===== src/verilog/uga_pkg.sv =====
// Purpose: constants, types and state layout of the multipurpose pin and notification block
// Assumes: AXI4-Lite register access, 40 MHz core clock, synchronous active-high reset
// Notes: all fields of every register sit in byte lane 0; the upper bits read as zero
// What this block does
// - mode 000 makes all six pins software general purpose pins.
// - mode 001 turns pin 4 into CTS# input, pin 5 into RTS# output.
// - mode 010 turns pin 2 into DSR# input, pin 3 into DTR# output.
// - mode 011 drives pin 5 as transceiver enable while transmitting.
// - mode 100 drives pin 5 as transceiver enable while transmitting after address match.
// - mode bit 3 picks transceiver enable polarity: 0 low, 1 high during transmit.
// - direction bit 0 input, 1 output, unless the mode fixes the pin.
// - set register write drives output pins to written value; input pins ignore it.
// - clear register write drives low each output pin written as 1.
// - status register reads the present level of all six pins.
// - mask bit 0 lets a pin change trigger a notification; 1 suppresses it.
// - masking leaves status alone; packets still carry masked pin levels.
// - format bit 0 picks standard layout, 1 the layout with pin levels.
// - packet opens with request type 10100001 then notification code 20.
// - then value 0, index 0, length 2, two data bytes; ten bytes total.
// - standard data: overrun D6 parity D5 framing D4 ring D3 break D2 DSR D1 CD D0.
// - custom data adds pins 5,4,3,0 at 14..11, pin 2 at 9, pin 1 at 8.
// - pull-up bits 5..0 switch pull-ups of the matching pins.
// - pull-up bit 6 switches the receive pin pull-up; avoid pull-up plus pull-down.
// - reserved mode bits are written as zero and read values are ignored.
// - transceiver enable holds the programmed bit times before turning to receive.
package uga_pkg;
    localparam logic [7:0] OFS_FUNC = 8'h00;
    localparam logic [7:0] OFS_DIR = 8'h04;
    localparam logic [7:0] OFS_SET = 8'h08;
    localparam logic [7:0] OFS_CLR = 8'h0c;
    localparam logic [7:0] OFS_STAT = 8'h10;
    localparam logic [7:0] OFS_MASK = 8'h14;
    localparam logic [7:0] OFS_FMT = 8'h18;
    localparam logic [7:0] OFS_PULL = 8'h1c;
    localparam logic [7:0] OFS_TURN = 8'h20;

    localparam int POL_BIT = 3;
    localparam int FMT_CUSTOM_BIT = 0;
    localparam logic [1:0] RESP_OKAY = 2'h0;
    localparam logic [1:0] RESP_DECERR = 2'h3;

    localparam logic [7:0] PKT_REQ_TYPE = 8'ha1;
    localparam logic [7:0] PKT_NOTIFY_CODE = 8'h20;
    localparam logic [15:0] PKT_VALUE = 16'h0000;
    localparam logic [15:0] PKT_INDEX = 16'h0000;
    localparam logic [15:0] PKT_LENGTH = 16'h0002;
    localparam logic [3:0] PKT_LAST_IDX = 4'h9;

    typedef enum logic [2:0] {
        MODE_GPIO = 3'b000,
        MODE_RTS_CTS = 3'b001,
        MODE_DTR_DSR = 3'b010,
        MODE_XCVR_TX = 3'b011,
        MODE_XCVR_ADDR = 3'b100
    } uga_mode_t;

    typedef enum logic {
        NS_IDLE = 1'b0,
        NS_SEND = 1'b1
    } uga_nstate_t;

    typedef struct packed {
        logic overrun;
        logic parity;
        logic framing;
        logic brk;
    } uga_uart_status_t;

    typedef struct packed {
        logic [5:0] sync1;
        logic [5:0] sync2;
        logic [5:0] prev;
        logic [3:0] func;
        logic [5:0] dir;
        logic [5:0] out_latch;
        logic [5:0] mask;
        logic fmt;
        logic [6:0] pull;
        logic [3:0] turn;
        logic [5:0] pin_out;
        logic [5:0] pin_oe;
        logic aw_got;
        logic [7:0] aw_addr;
        logic w_got;
        logic [7:0] wdata;
        logic wstrb0;
        logic bvalid;
        logic [1:0] bresp;
        logic rvalid;
        logic [1:0] rresp;
        logic [11:0] rdata;
        logic [3:0] hold_cnt;
        logic pending;
        uga_nstate_t nstate;
        logic [3:0] byte_idx;
        logic [15:0] data_field;
        logic [7:0] note_byte;
    } uga_state_t;

    localparam uga_state_t STATE_RESET = '0;
endpackage


===== src/verilog/uga_pin_notify.sv =====
// Purpose: six multipurpose pins, their registers, and the serial-state notification packet
// Assumes: UART datapath signals come from logic on CLK; pin inputs are asynchronous
// Notes: the notification leaves as a byte stream with valid/ready toward the USB engine
`timescale 1ns/10ps
module uga_pin_notify (
    input wire logic CLK,
    input wire logic SYS_RST,
    input wire logic [7:0] S_AXI_AWADDR,
    input wire logic S_AXI_AWVALID,
    output logic S_AXI_AWREADY,
    input wire logic [31:0] S_AXI_WDATA,
    input wire logic [3:0] S_AXI_WSTRB,
    input wire logic S_AXI_WVALID,
    output logic S_AXI_WREADY,
    output logic [1:0] S_AXI_BRESP,
    output logic S_AXI_BVALID,
    input wire logic S_AXI_BREADY,
    input wire logic [7:0] S_AXI_ARADDR,
    input wire logic S_AXI_ARVALID,
    output logic S_AXI_ARREADY,
    output logic [31:0] S_AXI_RDATA,
    output logic [1:0] S_AXI_RRESP,
    output logic S_AXI_RVALID,
    input wire logic S_AXI_RREADY,
    input wire logic [5:0] PIN_IN,
    output logic [5:0] PIN_OUT,
    output logic [5:0] PIN_OE,
    output logic [6:0] PULLUP_EN,
    input wire logic UART_TX_ACTIVE,
    input wire logic UART_ADDR_MATCH,
    input wire logic UART_BIT_TICK,
    input wire logic RTS_REQ,
    input wire logic DTR_REQ,
    output logic CTS_ASSERTED,
    output logic DSR_ASSERTED,
    input wire uga_pkg::uga_uart_status_t UART_STATUS,
    input wire logic ERR_EVENT,
    output logic NOTE_VALID,
    output logic [7:0] NOTE_DATA,
    output logic NOTE_LAST,
    input wire logic NOTE_READY
);

    uga_pkg::uga_state_t s;
    uga_pkg::uga_state_t next_s;

    // byte of the notification packet at a given offset; words go low byte first
    function automatic logic [7:0] pkt_byte(input logic [3:0] idx, input logic [15:0] data);
        logic [7:0] b;
        b = 8'h00;
        unique case (idx)
            4'h0: b = uga_pkg::PKT_REQ_TYPE;
            4'h1: b = uga_pkg::PKT_NOTIFY_CODE;
            4'h2: b = uga_pkg::PKT_VALUE[7:0];
            4'h3: b = uga_pkg::PKT_VALUE[15:8];
            4'h4: b = uga_pkg::PKT_INDEX[7:0];
            4'h5: b = uga_pkg::PKT_INDEX[15:8];
            4'h6: b = uga_pkg::PKT_LENGTH[7:0];
            4'h7: b = uga_pkg::PKT_LENGTH[15:8];
            4'h8: b = data[7:0];
            4'h9: b = data[15:8];
            default: b = 8'h00;
        endcase
        return b;
    endfunction

    logic [2:0] mode_code;
    logic xcvr_raw;
    logic xcvr_en;
    logic [5:0] drv_out;
    logic [5:0] drv_oe;
    logic [5:0] change;
    logic note_event;
    logic [15:0] std_field;
    logic [15:0] custom_field;
    logic [11:0] rd_value;
    logic rd_hit;
    logic wr_hit;
    logic aw_take;
    logic w_take;
    logic ar_take;
    logic do_write;
    logic note_take;

    assign mode_code = s.func[2:0];

    // ready is withheld while a response is owed, so one write is in flight at most
    assign S_AXI_AWREADY = ~s.aw_got & ~s.bvalid;
    assign S_AXI_WREADY = ~s.w_got & ~s.bvalid;
    assign S_AXI_ARREADY = ~s.rvalid;
    assign S_AXI_BVALID = s.bvalid;
    assign S_AXI_BRESP = s.bresp;
    assign S_AXI_RVALID = s.rvalid;
    assign S_AXI_RRESP = s.rresp;
    assign S_AXI_RDATA = {20'h00000, s.rdata};

    assign PIN_OUT = s.pin_out;
    assign PIN_OE = s.pin_oe;
    assign PULLUP_EN = s.pull;

    assign NOTE_VALID = (s.nstate == uga_pkg::NS_SEND);
    assign NOTE_DATA = s.note_byte;
    assign NOTE_LAST = NOTE_VALID & (s.byte_idx == uga_pkg::PKT_LAST_IDX);

    // the flow control engine decides whether to honour these per its own mode
    assign CTS_ASSERTED = (mode_code == uga_pkg::MODE_RTS_CTS) & ~s.sync2[4];
    assign DSR_ASSERTED = (mode_code == uga_pkg::MODE_DTR_DSR) & ~s.sync2[2];

    assign aw_take = S_AXI_AWVALID & S_AXI_AWREADY;
    assign w_take = S_AXI_WVALID & S_AXI_WREADY;
    assign ar_take = S_AXI_ARVALID & S_AXI_ARREADY;
    assign do_write = s.aw_got & s.w_got & ~s.bvalid;
    assign note_take = NOTE_VALID & NOTE_READY;

    // modem lines are active low on the pins; ring, carrier and DSR report asserted as 1
    assign std_field = {9'h000, UART_STATUS.overrun, UART_STATUS.parity, UART_STATUS.framing,
                        ~s.sync2[0], UART_STATUS.brk, ~s.sync2[2], ~s.sync2[1]};
    assign custom_field = {1'b0, s.sync2[5], s.sync2[4], s.sync2[3], s.sync2[0], 1'b0,
                           s.sync2[2], s.sync2[1], 1'b0, std_field[6:0]};

    // only unmasked pins raise an event; masked ones still travel in the data field
    assign change = (s.sync2 ^ s.prev) & ~s.mask;
    assign note_event = (|change) | ERR_EVENT;

    // transceiver enable stays on while the turnaround count runs down
    assign xcvr_en = xcvr_raw | (s.hold_cnt != 4'h0);

    always_comb
    begin
        xcvr_raw = 1'b0;
        unique case (mode_code)
            uga_pkg::MODE_XCVR_TX: xcvr_raw = UART_TX_ACTIVE;
            uga_pkg::MODE_XCVR_ADDR: xcvr_raw = UART_TX_ACTIVE & UART_ADDR_MATCH;
            default: xcvr_raw = 1'b0;
        endcase
    end

    always_comb
    begin
        drv_out = s.out_latch;
        drv_oe = s.dir;
        unique case (mode_code)
            uga_pkg::MODE_GPIO:
            begin
                drv_out = s.out_latch;
            end
            uga_pkg::MODE_RTS_CTS:
            begin
                drv_oe[4] = 1'b0;
                drv_oe[5] = 1'b1;
                drv_out[5] = ~RTS_REQ;
            end
            uga_pkg::MODE_DTR_DSR:
            begin
                drv_oe[2] = 1'b0;
                drv_oe[3] = 1'b1;
                drv_out[3] = ~DTR_REQ;
            end
            uga_pkg::MODE_XCVR_TX, uga_pkg::MODE_XCVR_ADDR:
            begin
                drv_oe[5] = 1'b1;
                drv_out[5] = s.func[uga_pkg::POL_BIT] ? xcvr_en : ~xcvr_en;
            end
            // codes 101..111 are undefined and fall back to plain pins
            default:
            begin
                drv_out = s.out_latch;
            end
        endcase
    end

    always_comb
    begin
        rd_value = 12'h000;
        rd_hit = 1'b1;
        unique case (S_AXI_ARADDR)
            // reserved mode bits read as zero, software ignores them anyway
            uga_pkg::OFS_FUNC: rd_value = {8'h00, s.func};
            uga_pkg::OFS_DIR: rd_value = {6'h00, s.dir};
            uga_pkg::OFS_SET: rd_value = {6'h00, s.out_latch};
            uga_pkg::OFS_CLR: rd_value = 12'h000;
            uga_pkg::OFS_STAT: rd_value = {6'h00, s.sync2};
            uga_pkg::OFS_MASK: rd_value = {6'h00, s.mask};
            uga_pkg::OFS_FMT: rd_value = {11'h000, s.fmt};
            uga_pkg::OFS_PULL: rd_value = {5'h00, s.pull};
            uga_pkg::OFS_TURN: rd_value = {8'h00, s.turn};
            default: rd_hit = 1'b0;
        endcase
    end

    always_comb
    begin
        wr_hit = 1'b1;
        unique case (s.aw_addr)
            uga_pkg::OFS_FUNC, uga_pkg::OFS_DIR, uga_pkg::OFS_SET, uga_pkg::OFS_CLR,
            uga_pkg::OFS_MASK, uga_pkg::OFS_FMT, uga_pkg::OFS_PULL, uga_pkg::OFS_TURN:
                wr_hit = 1'b1;
            // status is read-only: a write there is accepted and dropped
            uga_pkg::OFS_STAT: wr_hit = 1'b1;
            default: wr_hit = 1'b0;
        endcase
    end

    always_comb
    begin
        next_s = s;

        // two-flop synchroniser, then one more stage for change detection
        next_s.sync1 = PIN_IN;
        next_s.sync2 = s.sync1;
        next_s.prev = s.sync2;

        if (aw_take)
        begin
            next_s.aw_got = 1'b1;
            next_s.aw_addr = S_AXI_AWADDR;
        end
        if (w_take)
        begin
            next_s.w_got = 1'b1;
            next_s.wdata = S_AXI_WDATA[7:0];
            next_s.wstrb0 = S_AXI_WSTRB[0];
        end
        if (s.bvalid & S_AXI_BREADY)
        begin
            next_s.bvalid = 1'b0;
        end
        if (do_write)
        begin
            next_s.aw_got = 1'b0;
            next_s.w_got = 1'b0;
            next_s.bvalid = 1'b1;
            next_s.bresp = wr_hit ? uga_pkg::RESP_OKAY : uga_pkg::RESP_DECERR;
            if (s.wstrb0)
            begin
                unique case (s.aw_addr)
                    uga_pkg::OFS_FUNC: next_s.func = s.wdata[3:0];
                    uga_pkg::OFS_DIR: next_s.dir = s.wdata[5:0];
                    uga_pkg::OFS_SET:
                        next_s.out_latch = (s.wdata[5:0] & s.dir) |
                                           (s.out_latch & ~s.dir);
                    uga_pkg::OFS_CLR: next_s.out_latch = s.out_latch & ~s.wdata[5:0];
                    uga_pkg::OFS_MASK: next_s.mask = s.wdata[5:0];
                    uga_pkg::OFS_FMT: next_s.fmt = s.wdata[uga_pkg::FMT_CUSTOM_BIT];
                    uga_pkg::OFS_PULL: next_s.pull = s.wdata[6:0];
                    uga_pkg::OFS_TURN: next_s.turn = s.wdata[3:0];
                    default: next_s.func = s.func;
                endcase
            end
        end

        if (s.rvalid & S_AXI_RREADY)
        begin
            next_s.rvalid = 1'b0;
        end
        if (ar_take)
        begin
            next_s.rvalid = 1'b1;
            next_s.rdata = rd_value;
            next_s.rresp = rd_hit ? uga_pkg::RESP_OKAY : uga_pkg::RESP_DECERR;
        end

        next_s.pin_out = drv_out;
        next_s.pin_oe = drv_oe;

        // reload while the raw enable is on, count bit ticks after it drops
        if (xcvr_raw)
        begin
            next_s.hold_cnt = s.turn;
        end
        else if (UART_BIT_TICK && (s.hold_cnt != 4'h0))
        begin
            next_s.hold_cnt = s.hold_cnt - 4'h1;
        end

        // a new event in the capture cycle keeps pending set
        if (note_event)
        begin
            next_s.pending = 1'b1;
        end
        else if (s.nstate == uga_pkg::NS_IDLE && s.pending)
        begin
            next_s.pending = 1'b0;
        end

        unique case (s.nstate)
            uga_pkg::NS_IDLE:
            begin
                if (s.pending)
                begin
                    next_s.data_field = s.fmt ? custom_field : std_field;
                    next_s.byte_idx = 4'h0;
                    next_s.note_byte = uga_pkg::PKT_REQ_TYPE;
                    next_s.nstate = uga_pkg::NS_SEND;
                end
            end
            uga_pkg::NS_SEND:
            begin
                if (note_take)
                begin
                    if (s.byte_idx == uga_pkg::PKT_LAST_IDX)
                    begin
                        next_s.nstate = uga_pkg::NS_IDLE;
                    end
                    else
                    begin
                        next_s.byte_idx = s.byte_idx + 4'h1;
                        next_s.note_byte = pkt_byte(s.byte_idx + 4'h1, s.data_field);
                    end
                end
            end
        endcase
    end

    always_ff @(posedge CLK)
    begin
        if (SYS_RST)
        begin
            s <= uga_pkg::STATE_RESET;
        end
        else
        begin
            s <= next_s;
        end
    end

endmodule


===== config.mk =====
export PLATFORM = sky130hd
export DESIGN_NAME = uga_pin_notify
export DESIGN_NICKNAME = d
export VERILOG_FILES = /design/src/verilog/uga_pkg.sv /design/src/verilog/uga_pin_notify.sv
export SDC_FILE = /design/constraint.sdc
export NUM_CORES = 1
export LEC_CHECK = 0
export BUFFER_PORTS_ARGS = -buffer_cell sky130_fd_sc_hd__buf_2
export CAP_MARGIN = 10
export CORE_UTILIZATION = 45
export DETAILED_ROUTE_END_ITERATION = 7
export HOLD_SLACK_MARGIN = 0.1
export PLACE_DENSITY = 0.82
export SLEW_MARGIN = 20
export SYNTH_ARGS = -nofsm -noshare
export SYNTH_HDL_FRONTEND = slang
export SYNTH_SLANG_ARGS = --single-unit

===== constraint.sdc =====
create_clock -name CLK -period 1.7 [get_ports CLK]
set_input_delay 0.085 -clock CLK [delete_from_list [all_inputs] [get_ports CLK]]
set_output_delay 0.085 -clock CLK [all_outputs]
set_load 0.01 [all_outputs]

==> flow_metrics.tcl, run 1 <==
set metrics [dict create \
    grt_util_met2 0.3758 \
    clockBufferDepth 2 \
    postRouteWirelength_mm 15.00 \
    antenna_cells_inserted 0 \
    filler_cell_count 1060 \
    multiInputGateArea_sq_um 2925 \
    crit_path_start_kind "flip-flop" \
    numClockSinks 124 \
    grt-busiest-layer "met2" \
    final_hold_viol_count 0 \
    drc 0 \
    yosysUniqueCellTypes 57 \
    path_clk_slew_ns 0.06 \
    timing.critical_path.slowest_stage_cell "sky130_fd_sc_hd__or4_4" \
    holdCritPathClass "in2reg" \
    synth.yosys.seq_area_share 0.4237 \
    max-cap-violations 0 \
    report.final.setup_viol 3 \
    timing.slew.headroom 0.6307 \
    flow.area_growth_from_synthesis_pct 25.62 \
    die-width_microns 116.1 \
    finClkSkew_ns 0.01357 \
    drt_first_iter_violations 288 \
    core-area_sq_um 12670 \
    violated_checks "negative setup slack" \
    sequential_cell_area_sq_um 2495 \
    worst-path-max-fanout 6 \
    fp-row-count 41 \
    timing.reg2reg.worst_path_depth 6 \
    synthDominantAreaCellType "sky130_fd_sc_hd__dfxtp_1" \
    numPlacedInstances 901 \
    dr.pass1.iters 5 \
    globalRouteOverflowTotal 0 \
    synth_async_sr_flop_share 0 \
    grt_start_max_net_pins 57 \
    startpoint "s[24]$_SDFFE_PP0P_" \
    route.vias.total 5059 \
    synthesis.instances 674 \
    fin_crit_sh 1.013 \
    globalRouteMet1Util 0.2816 \
    drive_above_1_share 0.2553 \
    cp.arrival_ns 2.06 \
    place.detailed.hpwl_mm 9.869 \
    ctsRootBufferMaster "sky130_fd_sc_hd__clkbuf_16" \
    power-per-cell-area_nw_per_um2 976.1 \
    first_global_vias 4703 \
    fmax_ghz 0.5807 \
    final.min_clock_period_ns 1.722 \
    worst_setup_path_end_kind "flip-flop" \
    grt_setup_unrepaired "true" \
    worstSkewPairLatency_ns 0.41 \
    wl_per_cell_microns 15.45 \
    synthTopCellsByArea "sky130_fd_sc_hd__dfxtp_1 (42%), sky130_fd_sc_hd__buf_4 (8.1%), sky130_fd_sc_hd__mux2i_1 (5.6%)" \
    outcome "finished with violations" \
    number_of_enable_type_register_cells_in_the_synthesized_netlist 0 \
    finish.cell_count_without_fillers 971 \
    cts_buffers 17 \
    hold-worst-slack_ns 0.1263 \
    regToRegSetupSlack_ns -0.02 \
    floorplan.die_area_sq_um 13480 \
    vdd_ir_drop_max_mv 0.5143 \
    worstReg2RegEnd "NOTE_DATA[3]$_SDFFE_PP0P_" \
    max_slew.worst_pin.slew_ns 0.5463 \
    routed_via_density 5.210 \
    grtUsageTotal 0.2251 \
    post_synth.cell_area_avg_sq_um 8.693 \
    floorplan.die.height_microns 116.1 \
    wire_length_of_the_first_global_routing_pass_mm 23.45 \
    synth_flop_cell "sky130_fd_sc_hd__dfxtp_1" \
    initial_core_util 0.4624 \
    groute.layer.met3.usage 0.05916 \
    yosys_warn_count 0 \
    fin_ws_ns -0.02208 \
    final-max-slew-violation-count 0 \
    drt.antenna.violating_nets 0 \
    routabilityCongestion 0.9070 \
    synth.top_cell.area_share 0.4237 \
    pin_count 148 \
    tritoncts_clock_tree "done" \
    timing.rr.start "s[24]$_SDFFE_PP0P_" \
    ctsHtreeMaxLevel 4 \
    criticalPathCategory "reg2reg" \
    slowest_delay_ns 0.52 \
    cp.required_ns 2.04 \
    timing.critical_path.cells "nand2_1, xor2_1, buf_4, o22a_1, or4_4, o2bb2ai_2" \
    critical_path.endpoint "NOTE_DATA[3]$_SDFFE_PP0P_" \
    synth-seq-cells 124 \
    number_of_nets_in_the_layout 869 \
    grt_antenna_before_repair 1 \
    power.static_leakage_uw 0.003056 \
    netlist_area_sq_um 5859 \
    place.port_buffers 94 \
    design_power_total_uw 7185 \
]
routing by layer:
layer / vias to the layer above / share of wire
met1: 2361 / 0.42
met3: 35 / 0.061
met2: 193 / 0.50
met5: - / 0.00087
li1: 2468 / -
met4: 2 / 0.019
worst min path at each step:
stage | slack (ns) | cells after the start | end | from
2_1_floorplan | 0.18 | 1 | PIN_OUT[3]$_SDFF_PP0_ | DTR_REQ
3_3_place_gp | 0.30 | 2 | next_s[128]$_SDFF_PP0_ | PIN_IN[5]
3_5_place_dp | 0.30 | 2 | PIN_OUT[3]$_SDFF_PP0_ | DTR_REQ
4_1_cts | 0.12 | 4 | s[32]$_SDFFE_PP0P_ | UART_TX_ACTIVE
5_1_grt | 0.16 | 4 | s[33]$_SDFFE_PP0P_ | UART_TX_ACTIVE
6_report | 0.13 | 4 | s[32]$_SDFFE_PP0P_ | UART_TX_ACTIVE
flip-flops by register name (all words and copies together) (netlist names), named ones only:
name and flops:
NOTE_DATA 8, NOTE_VALID 1, PIN_OE 6, PIN_OUT 6, PULLUP_EN 7, S_AXI_BRESP 1
S_AXI_BVALID 1, S_AXI_RDATA 7, S_AXI_RRESP 1, S_AXI_RVALID 1, custom_field 6, drv_oe 2
mode_code 3, next_s 6, s 62
power breakdown:
part / switching [uW] / internal [uW] / total [uW]
combinational: 481 / 399 / 881
clock: 1220 / 1960 / 3180
sequential: 97.3 / 3030 / 3120
kinds of logic (layout without fill, tap and decap cells):
group | Yosys count | after routing | share of synthesized area
mux | 38 | 38 | 0.06790
xor+xnor | 10 | 10 | 0.01495
other cells | 1 | 25 | 0.0006400
fa+ha+maj | 7 | 7 | 0.01495
compound gates | 125 | 125 | 0.1384
flops | 124 | 124 | 0.4237
buf+inv | 110 | 211 | 0.1123
simple gates | 259 | 259 | 0.2272
Yosys cell counts, types with 7 or more instances:
cell,count
sky130_fd_sc_hd__inv_1,12
sky130_fd_sc_hd__nor3_1,11
sky130_fd_sc_hd__a211oi_1,22
sky130_fd_sc_hd__and2_1,7
sky130_fd_sc_hd__xnor2_1,7
sky130_fd_sc_hd__nand2_1,70
sky130_fd_sc_hd__nor2_1,69
sky130_fd_sc_hd__dfxtp_1,124
sky130_fd_sc_hd__a22oi_1,7
sky130_fd_sc_hd__nand2b_1,7
sky130_fd_sc_hd__o21ai_0,14
sky130_fd_sc_hd__nor2b_1,34
sky130_fd_sc_hd__nand3_1,19
sky130_fd_sc_hd__clkbuf_1,22
sky130_fd_sc_hd__and3_1,10
sky130_fd_sc_hd__ha_1,7
sky130_fd_sc_hd__buf_4,63
sky130_fd_sc_hd__mux2i_1,33
sky130_fd_sc_hd__a21oi_1,43
cells in the final DEF, fill, tap and decap left out, types with 4 or more instances in the layout:
master / netlist / final
sky130_fd_sc_hd__a211oi_1: 22 / 18
sky130_fd_sc_hd__a211oi_2: 0 / 4
sky130_fd_sc_hd__a21boi_0: 6 / 5
sky130_fd_sc_hd__a21oi_1: 43 / 43
sky130_fd_sc_hd__a22o_1: 5 / 5
sky130_fd_sc_hd__a22oi_1: 7 / 7
sky130_fd_sc_hd__and2_1: 7 / 5
sky130_fd_sc_hd__and3_1: 10 / 9
sky130_fd_sc_hd__buf_2: 6 / 93
sky130_fd_sc_hd__buf_4: 63 / 35
sky130_fd_sc_hd__clkbuf_1: 22 / 4
sky130_fd_sc_hd__clkbuf_16: 0 / 17
sky130_fd_sc_hd__clkinv_2: 0 / 7
sky130_fd_sc_hd__conb_1: 1 / 25
sky130_fd_sc_hd__dfxtp_1: 124 / 118
sky130_fd_sc_hd__dfxtp_2: 0 / 4
sky130_fd_sc_hd__dlygate4sd3_1: 0 / 34
sky130_fd_sc_hd__inv_1: 12 / 10
sky130_fd_sc_hd__mux2_2: 4 / 4
sky130_fd_sc_hd__mux2i_1: 33 / 33
sky130_fd_sc_hd__nand2_1: 70 / 70
sky130_fd_sc_hd__nand2b_1: 7 / 7
sky130_fd_sc_hd__nand3_1: 19 / 19
sky130_fd_sc_hd__nand3b_1: 6 / 6
sky130_fd_sc_hd__nand4_1: 5 / 5
sky130_fd_sc_hd__nor2_1: 69 / 68
sky130_fd_sc_hd__nor2b_1: 34 / 34
sky130_fd_sc_hd__nor3_1: 11 / 10
sky130_fd_sc_hd__nor3b_1: 5 / 4
sky130_fd_sc_hd__o21ai_0: 14 / 13
sky130_fd_sc_hd__o22ai_1: 5 / 5
sky130_fd_sc_hd__xnor2_1: 7 / 6
layout make-up:
type / count / share of cell area
multi-input cells: 464 / 0.3974
flip-flops and latches: 124 / 0.3389
repair buffers: 167 / 0.1564
clock buffers: 24 / 0.06544
well taps: 172 / 0.02924
inverters: 12 / 0.006799
clock inverters: 8 / 0.005779
worst max-delay path, delay by kind of cell (launching register included):
family | cells | cell delay [ns]
AND/OR/NAND/NOR | 2 | 0.61
flip-flops | 1 | 0.41
XOR/XNOR | 1 | 0.16
AO/OA/AOI/OAI | 2 | 0.33
buffers and inverters | 1 | 0.15
timing repair:
item / in CTS / in global routing
endpoints found under the setup margin: 11 / 33
hold endpoints to repair: 47 / 0
hold buffers: 34 / 0
gates resized for setup: 7 / 35
pin swaps: 3 / 17
setup buffers: 0 / 3
cloned: 0 / 1
stage by stage:
step                instance area, sq um    TNS, ns  utilization  setup slack [ns]
finish                              7361   -0.03660       0.5809          -0.02208
global route                        7361    -0.6793       0.5809           -0.1108
CTS                                 7219          0       0.5698       0.000007661
detailed placement                  6330    -0.1513       0.4996          -0.04657
global placement                    6330  -0.006193       0.4996         -0.006193
floorplan                           5957          0            -           0.01780
(Power assumes the default switching activity.)
==> run 2: changes to the inputs <==
--- a/config.mk
+++ b/config.mk
@@ -7,6 +7,7 @@
 export LEC_CHECK = 0
 export BUFFER_PORTS_ARGS = -buffer_cell sky130_fd_sc_hd__buf_2
 export CAP_MARGIN = 10
+export CORE_ASPECT_RATIO = 1.5
 export CORE_UTILIZATION = 45
 export DETAILED_ROUTE_END_ITERATION = 7
 export HOLD_SLACK_MARGIN = 0.1
==> run 2 against run 1 <==
The flow still finishes with violations (negative setup slack); highest routed layer is now met4; largest cell class unchanged; critical endpoint is now NOTE_DATA[2]$_SDFFE_PP0P_; sequential cell count stayed put; utilization is 1.1 points higher; via count is 1.6% higher; sequential power hardly changed.
==> flow_metrics.tcl, run 2 (synthesis results as in run 1) <==
set metrics [dict create \
    grt_setup_unrepaired "true" \
    clockBufferDepth 2 \
    power.switching_fraction 0.2482 \
    p_int_uw 5662 \
    drt_first_iter_violations 374 \
    p_comb_frac 0.116 \
    netSwitchingPower_uw 1870 \
    clock_power_share 0.469 \
    commonest_cells_after_routing_fill_and_taps_aside "sky130_fd_sc_hd__dfxtp_1 (116), sky130_fd_sc_hd__buf_2 (93), sky130_fd_sc_hd__nand2_1 (69)" \
    initial_core_util 0.4660 \
    pin_count 148 \
    fin_tns_setup_ns -0.08287 \
    criticalPathCategory "reg2reg" \
    final_area_sq_um 7441 \
    drive_above_1_share 0.2578 \
    timing.critical_path.slowest_stage_cell "sky130_fd_sc_hd__or4_4" \
    drt.antenna.violating_nets 0 \
    layout.cells.most_common "sky130_fd_sc_hd__dfxtp_1" \
    ctsRootBufferMaster "sky130_fd_sc_hd__clkbuf_16" \
    finClkSkew_ns 0.008055 \
    routabilityCongestion 0.9028 \
    report.final.setup_viol 4 \
    place.detailed.hpwl_mm 10.46 \
    timing.critical_path.cells "inv_4, ha_2, nand2b_1, a211oi_2, a311oi_1, or4_4, o2bb2ai_1" \
    post-route-util 0.5917 \
    fin_ws_ns -0.02806 \
    postRouteWirelength_mm 15.25 \
    ctsHtreeMaxLevel 4 \
    worst-path-max-fanout 6 \
    path_clk_slew_ns 0.06 \
    cp.required_ns 2.05 \
    timing.slew.headroom 0.6253 \
    wl_per_cell_microns 15.88 \
    final-max-slew-violation-count 0 \
    floorplan.die_area_sq_um 13490 \
    grtUsageTotal 0.2298 \
    tritoncts_clock_tree "done" \
    number_of_nets_in_the_layout 873 \
    worstSkewPairLatency_ns 0.41 \
    worst_setup_path_end_kind "flip-flop" \
    grt_antenna_before_repair 3 \
    fmax_ghz 0.5787 \
    die-width_microns 95.17 \
    fin_crit_sh 1.017 \
    route.vias.total 5141 \
    first_global_vias 5057 \
    cts_buffers 17 \
    drc 0 \
    numClockSinks 124 \
    crit_path_start_kind "flip-flop" \
    holdCritPathClass "in2reg" \
    routed_via_density 5.355 \
    violated_checks "negative setup slack" \
    wire_length_of_the_first_global_routing_pass_mm 23.94 \
    slowest_delay_ns 0.47 \
    largest-register "s" \
    vdd_ir_drop_max_mv 0.7060 \
    regToRegSetupSlack_ns -0.03 \
    core-area_sq_um 12570 \
    outcome "finished with violations" \
    power_share_of_the_sequential_group 0.415 \
    final_hold_viol_count 0 \
    post_dp_cell_area_sq_um 6350 \
    cp.arrival_ns 2.08 \
    largest_register_ffs 62 \
    flow.area_growth_from_synthesis_pct 26.99 \
    globalRouteOverflowTotal 0 \
    floorplan.die.height_microns 141.8 \
    dr.pass1.iters 6 \
    fp-row-count 50 \
    max_slew.worst_pin.slew_ns 0.5543 \
    grt_start_max_net_pins 37 \
    final.min_clock_period_ns 1.728 \
    place.port_buffers 94 \
    max-cap-violations 0 \
    power.static_leakage_uw 0.003096 \
    power-per-cell-area_nw_per_um2 1012 \
]
run 2: cell count changes in the layout (fill, tap and decap cells not counted), sizes merged, moves of 2 or more:
| cell | before | now |
|---|---|---|
| clkinvlp | 1 | 4 |
| bufinv | 0 | 2 |
| buf | 133 | 137 |
| clkinv | 7 | 2 |
run 2: path summary, 6_finish.rpt:
check	startpoint	cells past startpoint	end
hold / removal	S_AXI_ARADDR[7]	4	S_AXI_RDATA[3]$_SDFFE_PP0P_
setup / recovery	s[25]$_SDFFE_PP0P_	7	NOTE_DATA[2]$_SDFFE_PP0P_
setup reg to reg	s[25]$_SDFFE_PP0P_	7	NOTE_DATA[2]$_SDFFE_PP0P_
hold reg to reg	next_s[125]$_SDFF_PP0_	1	custom_field[9]$_SDFF_PP0_
run 2: layout make-up:
type                    count  area, sq um
clock inverters             9        112.6
multi-input cells         464         2949
repair buffers            171         1169
clock buffers              23        467.9
inverters                  12        47.55
diodes                      1        2.502
flip-flops and latches    124         2497
well taps                 156        195.2
fillers                  1026         5134
run 2: timing repair:
item,in CTS,in global routing
gates cloned,0,0
endpoints found under the hold margin,50,0
resized for setup,8,32
pin swaps,0,21
setup buffers,0,1
hold buffers,34,0
setup endpoints to repair,10,40
run 2: critical path: cells and delay by family (launching register included):
family                   cells  cell delay (ns)
buffers and inverters        1             0.10
flip-flops                   1             0.39
AND/OR/NAND/NOR              2             0.55
adder cells (fa/ha/maj)      1             0.19
AO/OA/AOI/OAI                3             0.44
run 2: through the flow:
| step | std cells | hold slack (ns) | setup slack (ns) | power (uW) |
|---|---|---|---|---|
| after floorplan | 698 | 0.1806 | 0.01780 | 3750 |
| after global placement | 892 | 0.2777 | -0.01349 | 3935 |
| after detailed placement | 892 | 0.2777 | -0.03824 | 3955 |
| after CTS | 958 | 0.1059 | -0.0005111 | 7517 |
| after global routing | 959 | 0.1369 | -0.1055 | 7799 |
| final | 960 | 0.1207 | -0.02806 | 7532 |
run 2: per-layer routing:
layer / vias up / part of all wire / wire length [microns] / global-route usage
met1: 2382 / 0.37 / 5707 / 0.2397
met2: 202 / 0.51 / 7816 / 0.3977
met3: 70 / 0.053 / 801 / 0.05895
li1: 2487 / - / - / -
met5: - / 0 / 0 / 0
met4: 0 / 0.060 / 920 / 0.1507
run 2: power groups by stage:
stage	Combinational [uW]	Sequential, uW	Clock, uW
floorplan	592	3160	0
global placement	760	3170	0
detailed placement	774	3180	0
CTS	844	3120	3550
global route	973	3140	3690
finish	877	3130	3530
==> run 3: changes to the inputs <==
--- a/config.mk
+++ b/config.mk
@@ -8,10 +8,10 @@
 export BUFFER_PORTS_ARGS = -buffer_cell sky130_fd_sc_hd__buf_2
 export CAP_MARGIN = 10
 export CORE_ASPECT_RATIO = 1.5
-export CORE_UTILIZATION = 45
+export CORE_UTILIZATION = 39
 export DETAILED_ROUTE_END_ITERATION = 7
 export HOLD_SLACK_MARGIN = 0.1
-export PLACE_DENSITY = 0.82
+export PLACE_DENSITY = 0.74
 export SLEW_MARGIN = 20
 export SYNTH_ARGS = -nofsm -noshare
 export SYNTH_HDL_FRONTEND = slang
==> run 3 against run 2 <==
The run now ends clean; sequential cell count stayed put; critical path depth fell by 1; sequential power barely moved; sequential share of layout area is 0.32 points lower.
==> flow_metrics.tcl, run 3 (synthesis results as in run 1) <==
set metrics [dict create \
    postRouteWirelength_mm 14.72 \
    grtUsageTotal 0.1955 \
    floorplan.die_area_sq_um 15530 \
    critPathBufInv 1 \
    power-per-cell-area_nw_per_um2 1020 \
    timing.critical_path.max_delay_family "simple AND/OR/NAND/NOR gates" \
    drt_first_iter_violations 291 \
    timing.rr.start "s[68]$_SDFFE_PP0P_" \
    grt_start_max_net_pins 55 \
    die-width_microns 102.1 \
    worst_hold_path.num_cells 4 \
    worstSkewPairLatency_ns 0.42 \
    place.port_buffers 94 \
    crit_path_start_kind "flip-flop" \
    max-cap-violations 0 \
    design_power_total_uw 7668 \
    max_slew.worst_pin.slew_ns 0.5853 \
    routabilityCongestion 0.8674 \
    slowest_delay_ns 0.36 \
    final_area_sq_um 7520 \
    finish.cell_count_without_fillers 1005 \
    commonest_cells_after_routing_fill_and_taps_aside "sky130_fd_sc_hd__dfxtp_1 (116), sky130_fd_sc_hd__buf_2 (93), sky130_fd_sc_hd__nand2_1 (70)" \
    fin_crit_sh 0.9861 \
    final-max-slew-violation-count 0 \
    regToRegSetupSlack_ns 0.02 \
    place.detailed.hpwl_mm 10.57 \
    power_share_of_the_sequential_group 0.406 \
    worstReg2RegEnd "s[98]$_SDFFE_PP0P_" \
    numClockSinks 124 \
    grt_setup_unrepaired "true" \
    filler_cell_count 1368 \
    ctsHtreeMaxLevel 4 \
    wl_per_cell_microns 14.65 \
    initial_core_util 0.4015 \
    power.switching_fraction 0.2556 \
    wire_length_of_the_first_global_routing_pass_mm 23.39 \
    p_comb_frac 0.115 \
    ctsRootBufferMaster "sky130_fd_sc_hd__clkbuf_16" \
    holdCritPathClass "in2reg" \
    cp.arrival_ns 1.95 \
    fp-row-count 54 \
    largest-register "s" \
    post-route-util 0.5153 \
    antenna_cells_inserted 0 \
    grt_antenna_before_repair 2 \
    number_of_nets_in_the_layout 879 \
    pin_count 148 \
    final_hold_viol_count 0 \
    drt.antenna.violating_nets 0 \
    flow.area_growth_from_synthesis_pct 28.34 \
    fmax_ghz 0.5965 \
    timing.hold.worst.start "UART_TX_ACTIVE" \
    sequential_cell_area_sq_um 2500 \
    power.static_leakage_uw 0.003146 \
    final.min_clock_period_ns 1.676 \
    finClkSkew_ns 0.009665 \
    path_clk_slew_ns 0.06 \
    first_global_vias 4829 \
    p_int_uw 5708 \
    vdd_ir_drop_max_mv 0.6627 \
    routed_via_density 4.965 \
    post_dp_cell_area_sq_um 6407 \
    floorplan.die.height_microns 152.1 \
    clockBufferDepth 2 \
    dr.pass1.iters 4 \
    drc 0 \
    timing.critical_path.cells "nor4_4, nand4_4, nor3b_4, buf_12, mux2i_1, nor2_1" \
    worst_setup_path_end_kind "flip-flop" \
    timing.slew.headroom 0.6098 \
    tritoncts_clock_tree "done" \
    largest_register_ffs 62 \
    drive_above_1_share 0.2571 \
    layout.cells.most_common "sky130_fd_sc_hd__dfxtp_1" \
    cts_buffers 17 \
    criticalPathCategory "reg2reg" \
    timing.reg2reg.worst_path_depth 6 \
    hold-worst-slack_ns 0.1115 \
    clock_power_share 0.479 \
    globalRouteOverflowTotal 0 \
    cp.required_ns 1.97 \
    core-area_sq_um 14590 \
    startpoint "s[68]$_SDFFE_PP0P_" \
    timing.critical_path.slowest_stage_cell "sky130_fd_sc_hd__nor4_4" \
    outcome "complete, no violations" \
    worst-path-max-fanout 6 \
    whs_endpoint "s[32]$_SDFFE_PP0P_" \
    numPlacedInstances 933 \
    multiInputGateArea_sq_um 2898 \
    route.vias.total 4990 \
    report.final.setup_viol 0 \
    netSwitchingPower_uw 1960 \
]
-- run 3: cell count changes in the layout (fill, tap and decap cells not counted), sizes merged --
cell	change
clkbuf	-5
diode	-1
clkinv	+4
dlygate4sd3	+5
clkinvlp	-3
inv	+4
buf	+1
-- run 3: power by group through the flow --
stage | Combinational [uW] | Sequential [uW] | Clock, uW
after global routing | 977 | 3130 | 3880
after detailed placement | 778 | 3180 | 0
after CTS | 852 | 3120 | 3730
after global placement | 766 | 3170 | 0
final | 880 | 3110 | 3670
after floorplan | 592 | 3160 | 0
-- run 3: tightest hold or removal path, delay by kind of cell --
family | cells | cell delay (ns)
AO/OA/AOI/OAI | 2 | 0.13
buffers and inverters | 2 | 0.26
-- run 3: final cells by class --
type,instances,share of cell area
Multi-Input combinational cell,464,0.3854
Sequential cell,124,0.3324
Timing Repair Buffer,177,0.1626
Clock buffer,18,0.05990
Tap cell,196,0.03261
Clock inverter,14,0.02113
Inverter,12,0.005990
-- run 3: worst max path at each step --
stage / to / depth (start not counted)
3_3_place_gp: NOTE_DATA[6]$_SDFFE_PP0P_ / 7
3_5_place_dp: NOTE_DATA[2]$_SDFFE_PP0P_ / 7
5_1_grt: s[98]$_SDFFE_PP0P_ / 6
4_1_cts: flip-flop / 6
6_report: s[98]$_SDFFE_PP0P_ / 6
2_1_floorplan: NOTE_DATA[6]$_SDFFE_PP0P_ / 7
-- run 3: through the flow --
stage               setup TNS (ns)  worst slack [ns]
finish                           0           0.02368
detailed placement         -0.1202          -0.03878
floorplan                        0           0.01780
CTS                      -0.002069         -0.002069
global route               -0.7043           -0.1028
global placement                 0           0.01343
-- run 3: timing repair --
item,4_1_cts,5_1_grt
hold buffers,38,1
setup endpoints to repair,10,35
pin swaps,1,15
resized for setup,9,21
setup buffers,0,1
hold endpoints to repair,48,10
-- run 3: metal layers --
layer  wire [microns]  track usage  vias up  share of wire
li1                 -            -     2489              -
met1             5698       0.2096     2299           0.39
met2             7595       0.3362      154           0.52
met3              648      0.04600       48          0.044
met4              781       0.1238        0          0.053
met5                0            0        -              0
